`config.mk`:
```
export PLATFORM = sky130hd
export DESIGN_NAME = lpc_regs
export DESIGN_NICKNAME = d
export VERILOG_FILES = /design/src/hw/lpc_pkg.sv /design/src/hw/lpc_regs.sv
export SDC_FILE = /design/constraint.sdc
export NUM_CORES = 1
export LEC_CHECK = 0
export BUFFER_PORTS_ARGS = -buffer_cell sky130_fd_sc_hd__buf_2
export CAP_MARGIN = 20
export CORE_MARGIN = 10
export CORE_UTILIZATION = 49
export DETAILED_ROUTE_END_ITERATION = 7
export PLACE_DENSITY_LB_ADDON = 0.3
export SLEW_MARGIN = 0
export SYNTH_ARGS = -nofsm -noshare
export SYNTH_HDL_FRONTEND = slang
export SYNTH_SLANG_ARGS = --single-unit
```
`constraint.sdc`:
```
create_clock -name pclk -period 5.8 [get_ports pclk]
set_input_delay 0.29 -clock pclk [delete_from_list [all_inputs] [get_ports pclk]]
set_output_delay 0.29 -clock pclk [all_outputs]
set_load 0.02 [all_outputs]
```
`src/hw/lpc_pkg.sv`:
```
// constants shared by the indicator and transceiver control register bank
package lpc_pkg;

    // ------------------------------------------------------------------
    // register map (register index, byte address is four times it)
    // ------------------------------------------------------------------
    localparam logic [5:0]  IND_CTL_IDX   = 6'h18;
    localparam logic [5:0]  GEN_CTL_IDX   = 6'h19;
    localparam logic [7:0]  IND_CTL_ADDR  = {IND_CTL_IDX, 2'b00};
    localparam logic [7:0]  GEN_CTL_ADDR  = {GEN_CTL_IDX, 2'b00};

    // ------------------------------------------------------------------
    // indicator_control fields
    // ------------------------------------------------------------------
    localparam int          IND_RSVD_LSB  = 11;
    localparam int          IND_BLINK_LSB = 9;
    localparam int          IND_SPD_POL   = 8;
    localparam int          IND_LNK_POL   = 7;
    localparam int          IND_ACT_POL   = 6;
    localparam int          IND_SPD_DRV   = 5;
    localparam int          IND_LNK_DRV   = 4;
    localparam int          IND_ACT_DRV   = 3;
    localparam int          IND_SPD_VAL   = 2;
    localparam int          IND_LNK_VAL   = 1;
    localparam int          IND_ACT_VAL   = 0;
    localparam logic [10:0] IND_CTL_RST   = 11'h400;

    // ------------------------------------------------------------------
    // transceiver_general_control fields
    // ------------------------------------------------------------------
    localparam int          GEN_MDIX_EN   = 15;
    localparam int          GEN_MDIX_FRC  = 14;
    localparam int          GEN_PAUSE_RX  = 13;
    localparam int          GEN_PAUSE_TX  = 12;
    localparam logic [1:0]  GEN_CTL_RST   = 2'h2;

    // pause advertisement bits within the 11:10 pair
    localparam int          ADV_PAUSE     = 0;
    localparam int          ADV_ASM_DIR   = 1;

    // ------------------------------------------------------------------
    // timing
    // ------------------------------------------------------------------
    localparam int unsigned CLK_HZ        = 25_000_000;
    localparam int unsigned BLINK_MS_0    = 50;
    localparam int unsigned BLINK_MS_1    = 100;
    localparam int unsigned BLINK_MS_2    = 200;
    localparam int unsigned BLINK_MS_3    = 500;
    localparam int unsigned BLINK_CYC_0   = CLK_HZ / 1000 * BLINK_MS_0;
    localparam int unsigned BLINK_CYC_1   = CLK_HZ / 1000 * BLINK_MS_1;
    localparam int unsigned BLINK_CYC_2   = CLK_HZ / 1000 * BLINK_MS_2;
    localparam int unsigned BLINK_CYC_3   = CLK_HZ / 1000 * BLINK_MS_3;
    localparam logic [1:0]  STRAP_WAIT    = 2'h2;

endpackage

```
`src/hw/lpc_regs.sv`:
```
// indicator and transceiver general control registers with APB access
//
// Behaviour
// - indicator_control bits 15:11 read zero and ignore writes.
// - blink field 10:9 sets 50/100/200/500 ms on/off; resets to 10.
// - bit 8: speed polarity; strap loads, writes override.
// - bit 7: link polarity; strap loads, writes override.
// - bit 6: activity polarity; strap loads, writes override.
// - bit 5 forces speed indicator to bit 2, else normal speed status.
// - bit 4 forces link indicator to bit 1, else normal link status.
// - bit 3 forces activity indicator to bit 0, else normal activity.
// - general bit 15 enables auto crossover; resets 1, strap loads it.
// - general bit 14 swaps transmit and receive twisted pairs.
// - read-only bit 13 gives resolved pause receive, full duplex only.
// - read-only bit 12 gives resolved pause transmit, full duplex only.
//
// Added by the designer: the APB slave port.
module lpc_regs #(
    parameter int unsigned BLINK_CYC_0 = lpc_pkg::BLINK_CYC_0,
    parameter int unsigned BLINK_CYC_1 = lpc_pkg::BLINK_CYC_1,
    parameter int unsigned BLINK_CYC_2 = lpc_pkg::BLINK_CYC_2,
    parameter int unsigned BLINK_CYC_3 = lpc_pkg::BLINK_CYC_3
) (
    input  wire logic        pclk,
    input  wire logic        presetn,
    input  wire logic        psel,
    input  wire logic        penable,
    input  wire logic        pwrite,
    input  wire logic [7:0]  paddr,
    input  wire logic [31:0] pwdata,
    output logic [31:0]      prdata,
    output logic             pready,
    output logic             pslverr,
    input  wire logic        strap_speed_pol,
    input  wire logic        strap_link_pol,
    input  wire logic        strap_act_pol,
    input  wire logic        strap_mdix_en,
    input  wire logic        speed_100,
    input  wire logic        link_up,
    input  wire logic        activity,
    input  wire logic        hcd_full_duplex,
    input  wire logic [1:0]  local_advert_pause,
    input  wire logic [1:0]  partner_ability_pause,
    input  wire logic        auto_mdix_swap,
    output logic             speed_indicator_pin,
    output logic             link_indicator_pin,
    output logic             activity_indicator_pin,
    output logic             auto_mdix_en,
    output logic             pair_swap,
    output logic             pause_rx_en,
    output logic             pause_tx_en
);

    // ------------------------------------------------------------------
    // state
    // ------------------------------------------------------------------
    logic [10:0] ind_r;
    logic [1:0]  gen_r;
    logic [3:0]  strap_s1_r;
    logic [3:0]  strap_s2_r;
    logic [1:0]  strap_cnt_r;
    logic        strap_done_r;
    logic        ind_wr_seen_r;
    logic        gen_wr_seen_r;
    logic [23:0] blink_cnt_r;
    logic        blink_r;
    logic        pause_rx_r;
    logic        pause_tx_r;
    logic [31:0] prdata_r;
    logic        pslverr_r;
    logic        spd_pin_r;
    logic        lnk_pin_r;
    logic        act_pin_r;

    // ------------------------------------------------------------------
    // bus decode
    // ------------------------------------------------------------------
    wire         setup_ph   = psel & ~penable;
    wire         access_ph  = psel & penable;
    wire         hit_ind    = (paddr == lpc_pkg::IND_CTL_ADDR);
    wire         hit_gen    = (paddr == lpc_pkg::GEN_CTL_ADDR);
    wire         hit_any    = hit_ind | hit_gen;
    wire         wr_ind     = access_ph & pwrite & hit_ind;
    wire         wr_gen     = access_ph & pwrite & hit_gen;
    wire         strap_load = (strap_cnt_r == lpc_pkg::STRAP_WAIT)
                              & ~strap_done_r;

    // reserved bits are never stored, so they read back as zero
    wire  [15:0] ind_rd     = {5'h00, ind_r};
    wire  [15:0] gen_rd     = {gen_r, pause_rx_r, pause_tx_r, 12'h000};
    wire  [31:0] rd_mux     = hit_ind ? {16'h0000, ind_rd} :
                              hit_gen ? {16'h0000, gen_rd} : 32'h00000000;

    assign pready  = 1'b1;
    assign prdata  = prdata_r;
    assign pslverr = pslverr_r;

    // ------------------------------------------------------------------
    // read data and error are settled in the setup cycle
    // ------------------------------------------------------------------
    always_ff @(posedge pclk or negedge presetn) begin
        if (!presetn) begin
            prdata_r  <= 32'h00000000;
            pslverr_r <= 1'b0;
        end else if (setup_ph) begin
            prdata_r  <= pwrite ? 32'h00000000 : rd_mux;
            pslverr_r <= ~hit_any;
        end
    end

    // ------------------------------------------------------------------
    // strap capture
    // ------------------------------------------------------------------
    // straps are pins: synchronise, then sample once after the pipe fills
    always_ff @(posedge pclk or negedge presetn) begin
        if (!presetn) begin
            strap_s1_r   <= 4'h0;
            strap_s2_r   <= 4'h0;
            strap_cnt_r  <= 2'h0;
            strap_done_r <= 1'b0;
        end else begin
            strap_s1_r   <= {strap_mdix_en, strap_speed_pol,
                             strap_link_pol, strap_act_pol};
            strap_s2_r   <= strap_s1_r;
            if (strap_cnt_r != lpc_pkg::STRAP_WAIT) begin
                strap_cnt_r <= strap_cnt_r + 2'h1;
            end
            if (strap_load) begin
                strap_done_r <= 1'b1;
            end
        end
    end

    // a software write before the strap sample keeps precedence
    always_ff @(posedge pclk or negedge presetn) begin
        if (!presetn) begin
            ind_wr_seen_r <= 1'b0;
            gen_wr_seen_r <= 1'b0;
        end else begin
            if (wr_ind) begin
                ind_wr_seen_r <= 1'b1;
            end
            if (wr_gen) begin
                gen_wr_seen_r <= 1'b1;
            end
        end
    end

    // ------------------------------------------------------------------
    // indicator_control
    // ------------------------------------------------------------------
    always_ff @(posedge pclk or negedge presetn) begin
        if (!presetn) begin
            ind_r <= lpc_pkg::IND_CTL_RST;
        end else if (wr_ind) begin
            ind_r <= pwdata[10:0];
        end else if (strap_load && !ind_wr_seen_r) begin
            ind_r[lpc_pkg::IND_SPD_POL] <= strap_s2_r[2];
            ind_r[lpc_pkg::IND_LNK_POL] <= strap_s2_r[1];
            ind_r[lpc_pkg::IND_ACT_POL] <= strap_s2_r[0];
        end
    end

    // ------------------------------------------------------------------
    // transceiver_general_control writable bits
    // ------------------------------------------------------------------
    always_ff @(posedge pclk or negedge presetn) begin
        if (!presetn) begin
            gen_r <= lpc_pkg::GEN_CTL_RST;
        end else if (wr_gen) begin
            gen_r <= pwdata[lpc_pkg::GEN_MDIX_EN:lpc_pkg::GEN_MDIX_FRC];
        end else if (strap_load && !gen_wr_seen_r) begin
            gen_r[1] <= strap_s2_r[3];
        end
    end

    assign auto_mdix_en = gen_r[1];
    // forced crossover wins over whatever auto-crossover decided
    assign pair_swap    = gen_r[0] | (gen_r[1] & auto_mdix_swap);

    // ------------------------------------------------------------------
    // pause resolution
    // ------------------------------------------------------------------
    wire lp  = local_advert_pause[lpc_pkg::ADV_PAUSE];
    wire la  = local_advert_pause[lpc_pkg::ADV_ASM_DIR];
    wire pp  = partner_ability_pause[lpc_pkg::ADV_PAUSE];
    wire pa  = partner_ability_pause[lpc_pkg::ADV_ASM_DIR];
    wire sym = lp & pp;
    wire rx_res = hcd_full_duplex & (sym | (lp & la & ~pp & pa));
    wire tx_res = hcd_full_duplex & (sym | (~lp & la & pp & pa));

    always_ff @(posedge pclk or negedge presetn) begin
        if (!presetn) begin
            pause_rx_r <= 1'b0;
            pause_tx_r <= 1'b0;
        end else begin
            pause_rx_r <= rx_res;
            pause_tx_r <= tx_res;
        end
    end

    assign pause_rx_en = pause_rx_r;
    assign pause_tx_en = pause_tx_r;

    // ------------------------------------------------------------------
    // blink timer
    // ------------------------------------------------------------------
    wire  [1:0]  blink_sel = ind_r[lpc_pkg::IND_BLINK_LSB +: 2];
    wire  [23:0] blink_len =
        (blink_sel == 2'h0) ? 24'(BLINK_CYC_0) :
        (blink_sel == 2'h1) ? 24'(BLINK_CYC_1) :
        (blink_sel == 2'h2) ? 24'(BLINK_CYC_2) : 24'(BLINK_CYC_3);
    // a rate change takes effect at the next phase boundary
    wire         blink_end = (blink_cnt_r == 24'h000000);

    always_ff @(posedge pclk or negedge presetn) begin
        if (!presetn) begin
            blink_cnt_r <= 24'h000000;
            blink_r     <= 1'b0;
        end else if (blink_end) begin
            blink_cnt_r <= blink_len - 24'h000001;
            blink_r     <= ~blink_r;
        end else begin
            blink_cnt_r <= blink_cnt_r - 24'h000001;
        end
    end

    // ------------------------------------------------------------------
    // indicator pins
    // ------------------------------------------------------------------
    wire spd_on = ind_r[lpc_pkg::IND_SPD_DRV] ?
                  ind_r[lpc_pkg::IND_SPD_VAL] : speed_100;
    wire lnk_on = ind_r[lpc_pkg::IND_LNK_DRV] ?
                  ind_r[lpc_pkg::IND_LNK_VAL] : link_up;
    // activity blinks only while traffic lasts; a burst that falls in an off phase is not shown
    wire act_on = ind_r[lpc_pkg::IND_ACT_DRV] ?
                  ind_r[lpc_pkg::IND_ACT_VAL] :
                  (activity & blink_r);

    always_ff @(posedge pclk or negedge presetn) begin
        if (!presetn) begin
            spd_pin_r <= 1'b1;
            lnk_pin_r <= 1'b1;
            act_pin_r <= 1'b1;
        end else begin
            spd_pin_r <= ~(spd_on ^ ind_r[lpc_pkg::IND_SPD_POL]);
            lnk_pin_r <= ~(lnk_on ^ ind_r[lpc_pkg::IND_LNK_POL]);
            act_pin_r <= ~(act_on ^ ind_r[lpc_pkg::IND_ACT_POL]);
        end
    end

    assign speed_indicator_pin    = spd_pin_r;
    assign link_indicator_pin     = lnk_pin_r;
    assign activity_indicator_pin = act_pin_r;
endmodule

```
==> impl_results.md <==
- Cell row count: 30
- Area of the die: roughly 11000 sq um
- Area of the multi-input gates: approximately 1400 sq um
- Sequential fraction of the synthesis area: 54.2%
- Synth cell count leaders: dfrtp_1, nor2_1, buf_4
- Final setup fails: 0
- Layout cell share with drive strength beyond 1: around 28%
- Post-synth EDFFs: 0
- Post-DP HPWL: slightly above 5 mm
- Max-cap viol count: 0
- Post-route cell area: about 3800 sq um
- Die W: 103 um
- Final core utilization: between 50 and 60%
- Area Growth Syn to Fin: 15.0%
- Synth warnings: 0
- Clk Tree Root Cell: clkbuf_8
- Ranking of synthesized cells by area: dfrtp_1, buf_4, a22o_1
- Post-cts resize count: 0
- Synth top area share: approximately 50%
- Worst EP arrival: about 2.7 ns
- Synth Flop Type: dfrtp_1
- Vias in the first global route: approximately 2400
- Max-slew violations: 0
- GR Util All Layers: roughly 14%
- Hold Crit Depth: 1
- GP Congestion: ~0.81
- Worst min path class: in -> reg
- DR iter-0 viols: approximately 110
- Power Density: 255 nW/um^2
- Period minus WS final: between 2 and 2.5 ns
- DRC violations left: 0
- Router iterations before antenna repair: 4
- Core Footprint: 6720 sq um
- Clock insertion delay at the later pin of the skew report: 0.36 ns
- Yosys top cell by area: dfrtp_1
- Reg2reg end: blink_cnt_r[19]$_DFF_PN0_
- Slew headroom: 40.1%
- Setup bufs post-CTS: 0
- Largest net degree at the start of global routing: 73
- Placed inst area: 3640 sq um
- Final Hold Viols: 0
- Pwr Total: 0.979 mW
- CP Data Required Time: roughly 6.0 ns
- Count leader, synth: dfrtp_1
- Register area: 1810 sq um
- Hold_sp: strap_act_pol
- Max clock buf depth: 2
- Initial antenna violation count: 0
- Fmax: ~400 MHz
- Die height: between 100 and 150 um
- Num CTS Buffers: 9
- Via count: approximately 2300
- Hold Path Sink: strap_s1_r[0]$_DFF_PN0_
- CTS clk-pin slew, worst paths: ~0.080 ns
- Status: complete, no violations
- CP max FO: 12
- Global-route wire length before repair: around 12 mm
- Critical path endpoint category: register
- Worst slew pin tran: 0.896 ns
- Syn Area/Cell: 11.3 sq um
- CTS Hold Bufs: 0
- # diodes: 0
- Kind of critical path: reg -> reg
- Aggregate routed wire length: a little over 7 mm
- Worst reg2reg path depth: 5
- DR WL/cell: approximately 16 um
- Setup TNS: 0 ns
- Synth unique cells: 54
- FF-to-FF setup slack: roughly 3.3 ns
- Leak: roughly 1.8 nW
- Via density: ~5.3
- Initial Utilization: roughly half
- Mapped Cells: ~300
- Post-route ant nets: 0
- Tcrit/Tclk final: between 40% and 50%
- Reg2reg start: blink_cnt_r[19]$_DFF_PN0_
- Clock skew: about 0.010 ns
- Sink Count: between 70 and 80
- Synth Cell Area: between 3000 and 4000 sq um
- Port Buffers: 61
- Critical Path Start: blink_cnt_r[19]$_DFF_PN0_
- CTS tree: yes
- # H-tree levels: 3
- Worst vdd ir: about 0.00012 V
- Register bit total from synthesis: 72
- RSZ-0062 raised after global routing: false
- Grt total ovfl: 0
- FFs w/ async S/R, synth: between 90% and 100%
- Final net count: 420
- # fillers: a little under 600
- Num ports: a little under 100
- CP Launch Type: register
final cells by class:
type,instances,area share [%]
sequential,72,47.1
multi-input combinational,205,36.3
timing repair buffer,62,8.15
clock buffer,9,3.23
tap,80,2.61
clock inverter,7,2.02
inverter,6,0.587
stage by stage:
step                      worst slack (ns)  hold slack (ns)  cells
final                                 3.32           0.0414    441
after global routing                  3.09           0.0273    441
after CTS                             3.36           0.0289    441
after detailed placement              3.40            0.336    425
after global placement                3.39            0.333    425
after floorplan                       3.83         -0.00559    311
routing by layer:
| metal | part of all wire, % | vias to the layer above | GRT usage, % |
|---|---|---|---|
| met3 | 7.6 | 12 | 3.62 |
| met2 | 46 | 65 | 22.0 |
| met4 | 1.8 | 0 | 6.51 |
| li1 | - | 1139 | - |
| met5 | 0 | - | 0 |
| met1 | 45 | 1123 | 18.2 |
state kept, by name, indices dropped and copies added, names as in the netlist, 2 cells and up:
name and count:
strap_s1_r 4, strap_s2_r 4, prdata 15, ind_r 11
strap_cnt_r 2, gen_r 2, blink_cnt_r 24
worst max-delay path by stage:
stage / to / slack [ns] / depth (start not counted)
after floorplan: blink_cnt_r[20]$_DFF_PN0_ / 3.83 / 5
after global placement: blink_cnt_r[21]$_DFF_PN0_ / 3.39 / 5
after detailed placement: blink_cnt_r[4]$_DFF_PN0_ / 3.40 / 5
after CTS: blink_cnt_r[19]$_DFF_PN0_ / 3.36 / 5
after global routing: blink_cnt_r[20]$_DFF_PN0_ / 3.09 / 5
final: blink_cnt_r[19]$_DFF_PN0_ / 3.32 / 5
power breakdown:
part           total [mW]  internal [mW]  switching (mW)
logic              0.0587         0.0187          0.0400
clock network       0.403          0.202           0.201
registers           0.518          0.513         0.00484
cells in the final DEF, fill, tap and decap left out, types with 3 or more instances in the layout:
cell       n
a21oi_1   16
a22o_1    15
a31oi_1    4
buf_2     61
clkbuf_8   9
conb_1    18
dfrtp_1   67
dfstp_2    5
ha_1       6
inv_1      6
mux2_1     3
mux2_2     6
mux2i_1    7
nand2_1   17
nand2b_1   4
nand3_1    5
nand4b_1   3
nor2_1    26
nor3_1     5
nor4_1     4
o21ai_0    7
o31ai_1    5
xnor2_1    7
xor2_1     8
logic make-up after synthesis:
| group | Yosys count | share of synthesized area (%) |
|---|---|---|
| adder cells (fa/ha/maj) | 6 | 2.25 |
| flip-flops | 72 | 54.2 |
| multiplexers | 16 | 5.13 |
| AO/OA/AOI/OAI | 63 | 13.1 |
| other | 2 | 0.225 |
| XOR/XNOR | 15 | 3.94 |
| buffers and inverters | 34 | 5.92 |
| AND/OR/NAND/NOR | 87 | 15.3 |
worst max-delay path, cell delays in order, from the launching register on:
cell and delay [ns]:
dfrtp_1 0.44, nor4_1 0.57, nand4_1 0.23, nor2_1 0.73, a21oi_1 0.21, xnor2_1 0.18
Note: power is estimated with default switching activity, not from simulation.
